**src/dase_defines.svh**
```systemverilog
// constants for the data abort syndrome encoder
`ifndef DASE_DEFINES_SVH
`define DASE_DEFINES_SVH

// ----------------------------------------
// syndrome field positions
// ----------------------------------------
`define DASE_MAINT_BIT    8
`define DASE_WALK_BIT     7
`define DASE_WRITE_BIT    6
`define DASE_FSC_MSB      5
`define DASE_SYN_W        9

// ----------------------------------------
// fault status codes
// ----------------------------------------
`define DASE_FSC_ADDR_SIZE  6'h00
`define DASE_FSC_XLAT       6'h04
`define DASE_FSC_ACC_FLAG   6'h08
`define DASE_FSC_PERM       6'h0c
`define DASE_FSC_EXT        6'h10
`define DASE_FSC_TAG        6'h11
`define DASE_FSC_EXT_WLKM1  6'h13
`define DASE_FSC_EXT_WALK   6'h14
`define DASE_FSC_ECC        6'h18
`define DASE_FSC_ECC_WLKM1  6'h1b
`define DASE_FSC_ECC_WALK   6'h1c
`define DASE_FSC_ALIGN      6'h21
`define DASE_FSC_GPF_WLKM1  6'h23
`define DASE_FSC_GPF_WALK   6'h24
`define DASE_FSC_GPF        6'h28
`define DASE_FSC_UNSUP_ATOM 6'h35
`define DASE_FSC_UNSUP_HW   6'h31

`endif

```
**src/dase_pkg.sv**
```systemverilog
// types for the data abort syndrome encoder
package dase_pkg;

	// fault classes reported by the translation pipeline
	typedef enum logic [3:0] {
		DASE_ADDR_SIZE = 4'h0,
		DASE_XLAT      = 4'h1,
		DASE_ACC_FLAG  = 4'h2,
		DASE_PERM      = 4'h3,
		DASE_EXT       = 4'h4,
		DASE_TAG       = 4'h5,
		DASE_ECC       = 4'h6,
		DASE_ALIGN     = 4'h7,
		DASE_GPF       = 4'h8,
		DASE_UNSUP     = 4'h9
	} dase_class_t;

	// access origin
	typedef enum logic [1:0] {
		DASE_OP_LOAD   = 2'h0,
		DASE_OP_STORE  = 2'h1,
		DASE_OP_ATOMIC = 2'h2,
		DASE_OP_SYSTEM = 2'h3
	} dase_op_t;

endpackage

```
**src/dase_fsc_enc.sv**
```systemverilog
// combinational fault status code encoder
`timescale 1ns/1ps
`include "dase_defines.svh"

module dase_fsc_enc (
	// fault description
	input  wire dase_pkg::dase_class_t fclass,
	input  wire logic                  on_walk,
	input  wire logic                  level_m1,
	input  wire logic [1:0]            level,
	// feature presence
	input  wire logic                  large_address_extension,
	input  wire logic                  memory_tagging_extension,
	input  wire logic                  reliability_extension,
	input  wire logic                  realm_extension,
	// result
	output logic [5:0]                 fsc,
	output logic                       fsc_ok
);
	import dase_pkg::*;

	function automatic logic [5:0] lvl_code(input logic [5:0] base, input logic [1:0] lv);
		lvl_code = {base[5:2], lv};
	endfunction

	wire lm1_ok = large_address_extension;

	always_comb begin
		fsc    = `DASE_FSC_EXT;
		fsc_ok = 1'b1;
		unique case (fclass)
			DASE_ADDR_SIZE: fsc = lvl_code(`DASE_FSC_ADDR_SIZE, level);
			DASE_XLAT:      fsc = lvl_code(`DASE_FSC_XLAT, level);
			DASE_ACC_FLAG: begin
				fsc    = lvl_code(`DASE_FSC_ACC_FLAG, level);
				fsc_ok = (level != 2'h0) || lm1_ok;
			end
			DASE_PERM: begin
				fsc    = lvl_code(`DASE_FSC_PERM, level);
				fsc_ok = (level != 2'h0) || lm1_ok;
			end
			DASE_EXT: begin
				if (!on_walk) begin
					fsc = `DASE_FSC_EXT;
				end else if (level_m1) begin
					fsc    = `DASE_FSC_EXT_WLKM1;
					fsc_ok = lm1_ok;
				end else begin
					fsc = lvl_code(`DASE_FSC_EXT_WALK, level);
				end
			end
			DASE_TAG: begin
				fsc    = `DASE_FSC_TAG;
				fsc_ok = memory_tagging_extension;
			end
			DASE_ECC: begin
				fsc_ok = !reliability_extension;
				if (!on_walk) begin
					fsc = `DASE_FSC_ECC;
				end else if (level_m1) begin
					fsc    = `DASE_FSC_ECC_WLKM1;
					fsc_ok = !reliability_extension && lm1_ok;
				end else begin
					fsc = lvl_code(`DASE_FSC_ECC_WALK, level);
				end
			end
			DASE_ALIGN:     fsc = `DASE_FSC_ALIGN;
			DASE_GPF: begin
				fsc_ok = realm_extension;
				if (!on_walk) begin
					fsc = `DASE_FSC_GPF;
				end else if (level_m1) begin
					fsc    = `DASE_FSC_GPF_WLKM1;
					fsc_ok = realm_extension && lm1_ok;
				end else begin
					fsc = `DASE_FSC_GPF_WALK + {4'h0, level};
				end
			end
			DASE_UNSUP:     fsc = `DASE_FSC_UNSUP_ATOM;
			default:        fsc_ok = 1'b0;
		endcase
	end

endmodule

```
**src/dase_top.sv**
```systemverilog
// data abort syndrome encoder: captures the low syndrome fields
`timescale 1ns/1ps
`include "dase_defines.svh"

module dase_top #(
	parameter bit ATOMIC_WALK_RELAX = 1'b0
) (
	// clocking
	input  wire logic                  clk,
	input  wire logic                  rst_b,
	input  wire logic                  clk_en,
	// abort report from the pipeline
	input  wire logic                  abort_take,
	input  wire dase_pkg::dase_class_t fault_class,
	input  wire dase_pkg::dase_op_t    access_op,
	input  wire logic                  is_cache_maint,
	input  wire logic                  is_addr_xlate,
	input  wire logic                  is_dcache_zero,
	input  wire logic                  stage2_fault,
	input  wire logic                  on_walk,
	input  wire logic                  level_m1,
	input  wire logic [1:0]            fault_level,
	input  wire logic                  read_would_fault,
	// feature presence
	input  wire logic                  large_address_extension,
	input  wire logic                  memory_tagging_extension,
	input  wire logic                  reliability_extension,
	input  wire logic                  realm_extension,
	// syndrome fields
	output logic                       cache_maint_fault_flag,
	output logic                       stage1_walk_fault_flag,
	output logic                       write_not_read_flag,
	output logic [5:0]                 data_fault_status_code,
	output logic                       syndrome_valid,
	output logic                       code_unsupported
);
	import dase_pkg::*;

	// ----------------------------------------
	// encoding
	// ----------------------------------------
	logic [5:0] enc_fsc;
	logic       enc_ok;

	dase_fsc_enc u_enc (
		.fclass                   (fault_class),
		.on_walk                  (on_walk),
		.level_m1                 (level_m1),
		.level                    (fault_level),
		.large_address_extension  (large_address_extension),
		.memory_tagging_extension (memory_tagging_extension),
		.reliability_extension    (reliability_extension),
		.realm_extension          (realm_extension),
		.fsc                      (enc_fsc),
		.fsc_ok                   (enc_ok)
	);

	wire is_system = is_cache_maint || is_addr_xlate;
	wire next_maint = is_system && !is_dcache_zero;

	// walk flag only for stage 2 faults
	wire next_walk = stage2_fault && on_walk;

	// atomic direction by read test, optional relaxation
	wire atomic_write = (ATOMIC_WALK_RELAX && next_walk) ? 1'b0 : !read_would_fault;

	// direction; other cases report write only for a plain store
	wire next_write = is_system ? 1'b1 :
		(access_op == DASE_OP_ATOMIC) ? atomic_write :
		(access_op == DASE_OP_STORE);

	// ----------------------------------------
	// capture
	// ----------------------------------------
	// fields load together; data flops need no reset
	always_ff @(posedge clk) begin
		if (clk_en && abort_take) begin
			cache_maint_fault_flag <= next_maint;
			stage1_walk_fault_flag <= next_walk;
			write_not_read_flag    <= next_write;
			// level passes through from the stage 2 lookup
			data_fault_status_code <= enc_fsc;
			code_unsupported       <= !enc_ok;
		end
	end

	// valid marks that the fields hold a captured abort
	// reset also waits for the clock enable, so a frozen block keeps its state
	always_ff @(posedge clk) begin
		if (clk_en) begin
			if (!rst_b) begin
				syndrome_valid <= 1'b0;
			end else if (abort_take) begin
				syndrome_valid <= 1'b1;
			end
		end
	end

	// ----------------------------------------
	// checks
	// ----------------------------------------
	a_maint_capture: assert property (@(posedge clk) disable iff (!rst_b)
		clk_en && abort_take && is_cache_maint && !is_dcache_zero
		|=> cache_maint_fault_flag)
		else $error("cache maint flag not captured");
	a_zero_no_maint: assert property (@(posedge clk) disable iff (!rst_b)
		clk_en && abort_take && is_dcache_zero |=> !cache_maint_fault_flag)
		else $error("zero-by-address set cache maint flag");
	a_walk_set: assert property (@(posedge clk) disable iff (!rst_b)
		clk_en && abort_take && stage2_fault && on_walk |=> stage1_walk_fault_flag)
		else $error("walk flag missing");
	a_walk_zero: assert property (@(posedge clk) disable iff (!rst_b)
		clk_en && abort_take && !stage2_fault |=> !stage1_walk_fault_flag)
		else $error("walk flag set without stage 2 fault");
	a_write_dir: assert property (@(posedge clk) disable iff (!rst_b)
		clk_en && abort_take && !is_system && access_op == DASE_OP_LOAD
		|=> !write_not_read_flag)
		else $error("load reported as write");
	a_write_system: assert property (@(posedge clk) disable iff (!rst_b)
		clk_en && abort_take && is_system |=> write_not_read_flag)
		else $error("maintenance fault not write");
	a_write_atomic: assert property (@(posedge clk) disable iff (!rst_b)
		clk_en && abort_take && !is_system && access_op == DASE_OP_ATOMIC
		&& !next_walk |=> write_not_read_flag == !$past(read_would_fault))
		else $error("atomic direction wrong");
	a_xlat_code: assert property (@(posedge clk) disable iff (!rst_b)
		clk_en && abort_take && fault_class == DASE_XLAT
		|=> data_fault_status_code == {4'h1, $past(fault_level)})
		else $error("translation code wrong");
	a_align_code: assert property (@(posedge clk) disable iff (!rst_b)
		clk_en && abort_take && fault_class == DASE_ALIGN
		|=> data_fault_status_code == 6'h21)
		else $error("alignment code wrong");
	a_hold_fields: assert property (@(posedge clk) disable iff (!rst_b)
		syndrome_valid && !(clk_en && abort_take) |=> $stable(data_fault_status_code)
		&& $stable(write_not_read_flag))
		else $error("fields changed without abort");
	a_addr_code: assert property (@(posedge clk) disable iff (!rst_b)
		clk_en && abort_take && fault_class == DASE_ADDR_SIZE
		|=> data_fault_status_code == {4'h0, $past(fault_level)})
		else $error("address size code wrong");
	a_flag_code: assert property (@(posedge clk) disable iff (!rst_b)
		clk_en && abort_take && fault_class == DASE_ACC_FLAG
		|=> data_fault_status_code == {4'h2, $past(fault_level)})
		else $error("access flag code wrong");
	a_flag_gate: assert property (@(posedge clk) disable iff (!rst_b)
		clk_en && abort_take && fault_class == DASE_ACC_FLAG && fault_level == 2'h0
		&& !large_address_extension |=> code_unsupported)
		else $error("level 0 access flag not refused");
	a_perm_code: assert property (@(posedge clk) disable iff (!rst_b)
		clk_en && abort_take && fault_class == DASE_PERM
		|=> data_fault_status_code == {4'h3, $past(fault_level)})
		else $error("permission code wrong");
	a_tag_code: assert property (@(posedge clk) disable iff (!rst_b)
		clk_en && abort_take && fault_class == DASE_TAG && memory_tagging_extension
		|=> data_fault_status_code == 6'h11 && !code_unsupported)
		else $error("tag check code wrong");
	a_ext_walk: assert property (@(posedge clk) disable iff (!rst_b)
		clk_en && abort_take && fault_class == DASE_EXT && on_walk && !level_m1
		|=> data_fault_status_code == {4'h5, $past(fault_level)})
		else $error("external walk code wrong");
	a_ecc_plain: assert property (@(posedge clk) disable iff (!rst_b)
		clk_en && abort_take && fault_class == DASE_ECC && !on_walk
		&& !reliability_extension |=> data_fault_status_code == 6'h18 && !code_unsupported)
		else $error("parity code wrong");
	a_gpf_walk: assert property (@(posedge clk) disable iff (!rst_b)
		clk_en && abort_take && fault_class == DASE_GPF && on_walk && !level_m1
		|=> data_fault_status_code == {4'h9, $past(fault_level)})
		else $error("granule walk code wrong");
	a_gpf_plain: assert property (@(posedge clk) disable iff (!rst_b)
		clk_en && abort_take && fault_class == DASE_GPF && !on_walk
		|=> data_fault_status_code == 6'h28)
		else $error("granule code wrong");
	a_unsup_code: assert property (@(posedge clk) disable iff (!rst_b)
		clk_en && abort_take && fault_class == DASE_UNSUP
		|=> data_fault_status_code == 6'h35)
		else $error("unsupported atomic code wrong");
	a_valid_set: assert property (@(posedge clk) disable iff (!rst_b)
		clk_en && abort_take |=> syndrome_valid)
		else $error("valid not set by capture");
	a_freeze_fields: assert property (@(posedge clk) disable iff (!rst_b)
		syndrome_valid && !clk_en |=> $stable(data_fault_status_code)
		&& $stable(syndrome_valid))
		else $error("fields changed while frozen");

endmodule

```
**config.mk**
```make
export PLATFORM = sky130hd
export DESIGN_NAME = dase_top
export DESIGN_NICKNAME = d
export VERILOG_FILES = /design/src/dase_pkg.sv /design/src/dase_fsc_enc.sv /design/src/dase_top.sv
export VERILOG_INCLUDE_DIRS = /design/src
export SDC_FILE = /design/constraint.sdc
export NUM_CORES = 1
export LEC_CHECK = 0
export ABC_AREA = 1
export BUFFER_PORTS_ARGS = -buffer_cell sky130_fd_sc_hd__buf_2
export CAP_MARGIN = 20
export CORE_AREA = 2 2 41 43
export CTS_CLUSTER_DIAMETER = 60
export CTS_CLUSTER_SIZE = 12
export DETAILED_ROUTE_END_ITERATION = 10
export DIE_AREA = 0 0 43 45
export PLACE_DENSITY_LB_ADDON = 0.3
export SKIP_CTS_REPAIR_TIMING = 1
export SYNTH_ARGS = -nofsm -noshare
export SYNTH_HDL_FRONTEND = slang
export SYNTH_SLANG_ARGS = --single-unit
```
**constraint.sdc**
```tcl
create_clock -name clk -period 1.32 [get_ports clk]
set_input_delay 0.132 -clock clk [delete_from_list [all_inputs] [get_ports clk]]
set_output_delay 0.132 -clock clk [all_outputs]
set_load 0.01 [all_outputs]
```
# Word-level counts from Yosys, hierarchy flattened
# Cells that the tools add are included.
# Widths: inputs -> output; s select.
# op_classes
eq_ne,12
n_addsub,1
n_reduce_logical,16
mux,16
# ops
op,count
$pmux 6 s10,1
$mux 6,4
$eq 4x3->1 const B,4
$eq 4x2->1 const B,2
$eq 4x4->1 const B,2
$mux 1,8
$add 6x2->6 const A,1
$mux 3,2
$pmux 1 s6,1
$logic_and 1x1->1,5
$eq 4x1->1 const B,1
$logic_not 1->1,4
$logic_not 4->1,1
$reduce_or 4->1,1
$eq 2x1->1 const B,1
$eq 2x2->1 const B,1
$logic_or 1x1->1,2
$ne 2x1->1 const B,1
$reduce_and 2->1,1
$reduce_bool 2->1,1
$reduce_or 2->1,1
# word_totals
output_inout_bits,11
in_bits,23
reg_bits,11
elab_cells,51

# Depth between registers and ports, before layout
# depth
ltp_word,6
mapped_depth,8

# By module
# A second synthesis with hierarchy kept.
# unflattened
cells_unflattened,82
hier_area_um2,653.1
# modules_own_cells
module,cells_each,area_each_um2,n_inst,seq_area_each_um2
dase_top,26,396.6,1,330.3
dase_fsc_enc,56,256.5,1,0.0

# Worst setup path after synthesis
# OpenSTA, ideal clock, no wires.
# synth_timing
path_type,input -> register
startpoint,input port fault_class[1]
endpoint,register code_unsupported (data pin)
required_ns,1.071
setup_slack_ns,0.444
arrival_ns,0.627
stages,6
setup_time_ns,0.249
path_buffers,0
path_cell_list,nor2_1 -> nand3_1 -> nand3_1 -> nand2_1 -> nand2_1 -> inv_1
# synth_via
elab_chain_len,4
elab_cells_between_ends,14
# synth_lines
item,line,source
start: declaration,dase_top.sv:14,"input wire dase_pkg::dase_class_t fault_class,"
"$eq 4x1->1, or another cell as far along",dase_fsc_enc.sv:31,unique case (fclass)
$reduce_or 4->1 (no source line) / $reduce_or 2->1 (equally long branches),n/a,
$pmux 1 s6 *,dase_fsc_enc.sv:31,
$logic_not 1->1 *,dase_top.sv:83,code_unsupported <= !enc_ok;
end signal: assignment,dase_top.sv:83,
end: declaration,dase_top.sv:35,output logic code_unsupported
# Mark *: on every way between the ends. The rest lies on a longest branch, timed or not.
# A chain may end at the register's enable or synchronous reset.

# Worst setup path after layout
# layout_timing
startpoint,register code_unsupported
endpoint,output port code_unsupported
# No word-level cell between the ends.

==> impl_results.md <==
* Critical path fanouts, max at 1
* Xor and xnor area share after synthesis at 0%
* Main combinational cell family by area after synthesis: simple AND/OR/NAND/NOR gates
* Slowest cell on crit path: edfxtp_1
* Synth Area in Compound Gates at 8.47%
* Switching Share at 25.0%
* GP Congestion at 0.741
* Mux share of post-synthesis cell area at 0%
* Max_cap viols at 0
* CP Capture Type: output pin
* Post-synthesis adder-cell area fraction at 0%
* Final layout net count at 134
* Internal power at 0.598 mW
* Syn Std Cell Area at 621 um2
* Final Hold Viols at 0
* GRT Residual Overflow at 0
* Worst setup path start: code_unsupported$_DFFE_PP_
* Crit Path Category: reg -> out
* WP data required at 1.19 ns
* Cells after Synth at 73
* Synth cell types at 17
* Largest net degree at the start of global routing at 11
* Leak Pwr at 0.417 nW
* Critical Path Start Type: flip-flop
* Area delta synth->final at 34.1%
* Simple-Gate Fraction of Synth Area at 31.7%
* Buf/Inv on CP at 1
* Die Y at 45 um
* Diodes inserted at 0
* H-Tree Depth at 1
* Share of power burned in registers at 52.8%
* CTS tree: done
* Fin util at 56.5%
* DRC Markers at 0
* Max VDD drop at 0.373 mV
* Clock buffer depth at 2
* Final min period at 0.921 ns
* Port Buffers at 33
* Share of layout cells above drive strength 1 at 41.8%
* Setup repair after global routing missed its margin: false
* Top delay family on crit path: flip-flops
* Power share of the clock group at 28.0%
* Rel. slew slack at 76.4%
* Final setup viols at 0
* Crit share post-route at 69.8%
* Drt pass-1 iters at 4
* Detail Route Antenna Nets at 0
* Cells along the critical path: buf_2
* Dpl hpwl at 1080 um
* Syn_nets at 96
* Die area at 1940 um2
* Vias at 620
* Initial antenna violation count at 0
* Final wirelength at 1270 um
* Post-Syn Area per Cell at 8.50 um2
* DIE WIDTH at 43 um
* Wire per inst at 10.1 um
* Initial core utilization at 42.2%
* PD cells at 958 nW/um2
* Outcome: complete, no violations
* Peak per-stage delay on the critical path at 0.37 ns
* Critical Path AT at 0.79 ns
* Clock root cell: clkbuf_4
* Row count at 14
* TNS Setup at 0 ns
* # IOs at 34
* Hold_sp: rst_b
* Total GRT Usage at 15.1%
* Flops & latches, synth at 11
* Worst-margin pin slew at 0.354 ns
* Switching Power at 0.199 mW
* Final slew viol count at 0
* TritonCTS Buffers at 3
* Comb pwr share at 19.2%
* Max Fclk at 1090 MHz
* DRT iter0 DRCs at 4
* Share of the yosys chip area belonging to registers at 53.2%
* Ys Warns at 0
* CTS Sinks at 11
* Vias in the first global route at 536
* Clock transition at path regs at 0.07 ns
* Via/cell ratio at 4.92
* Core ar. at 1470 um2
* First-pass GRT wire length at 2090 um
* Worst hold path type: in -> reg
==> synth_stat cells <==
cell type	instances	area share, %
nand2_2	4	4.0
nand3_1	6	4.8
o211ai_1	1	1.2
inv_2	3	1.8
nor2_4	1	1.8
nand2_1	17	10
o21ai_1	1	0.81
nor2_2	1	1.0
nor2_1	12	7.3
o22ai_1	1	1.0
o21ai_0	2	1.6
a21boi_0	1	1.2
o31ai_1	1	1.2
a21oi_2	1	1.4
edfxtp_1	11	53
inv_1	8	4.8
nand3b_1	2	2.4
==> layer usage <==
| metal | track usage [%] | vias to the layer above | share of wire (%) |
|---|---|---|---|
| met5 | 0 | - | 0 |
| met4 | 14.5 | 0 | 3.9 |
| met3 | 2.40 | 5 | 9.4 |
| met2 | 24.5 | 29 | 49 |
| met1 | 16.8 | 272 | 38 |
| li1 | - | 314 | - |
==> through the flow <==
step	power (mW)	hold WS [ns]	worst slack [ns]	instance area (um2)	std cells
2_1_floorplan	0.506	0.231	0.444	621	73
3_3_place_gp	0.578	0.325	0.213	806	122
3_5_place_dp	0.583	0.327	0.190	806	122
4_1_cts	0.806	0.0494	0.397	832	126
5_1_grt	0.841	0.0475	0.374	832	126
6_report	0.797	0.0538	0.399	832	126
==> cell type report <==
type / instances / area (um2)
Timing Repair Buffer: 33 / 165
Multi-Input combinational cell: 51 / 249
Clock buffer: 4 / 26.3
Sequential cell: 11 / 330
Fill cell: 142 / 639
Tap cell: 16 / 20.0
Inverter: 11 / 41.3
==> cells in the final DEF (no fill, tap or decap), drive strengths merged, types with 2 or more instances in the layout <==
master and instances:
nand3 6, edfxtp 11, nor2 14, nand3b 2, clkbuf 4, inv 11
o21ai 3, nand2 21, buf 33
==> final timing paths <==
path | slack, ns | end | cells past startpoint
worst max-delay path | 0.40 | code_unsupported | 1
worst min-delay path | 0.05 | syndrome_valid$_SDFFCE_PN0P_ | 1
==> sequential cells by signal (all words and copies together), names as in the netlist <==
| name | cells |
|---|---|
| code_unsupported | 1 |
| cache_maint_fault_flag | 1 |
| stage1_walk_fault_flag | 1 |
| syndrome_valid | 1 |
| write_not_read_flag | 1 |
| data_fault_status_code | 6 |
==> kinds of logic (layout without fill, tap and decap cells) <==
logic type,after synthesis,count (layout)
buffers and inverters,11,48
AND/OR/NAND/NOR,43,43
flip-flops,11,11
AO/OA/AOI/OAI,8,8
==> power by group through the flow <==
stage               combinational (mW)  sequential (mW)  clock (mW)
finish                           0.153            0.421       0.223
global route                     0.172            0.422       0.246
CTS                              0.155            0.421       0.230
detailed placement               0.154            0.429           0
global placement                 0.150            0.428           0
floorplan                       0.0614            0.444           0
No activity file was read; power rests on OpenSTA's default activity.
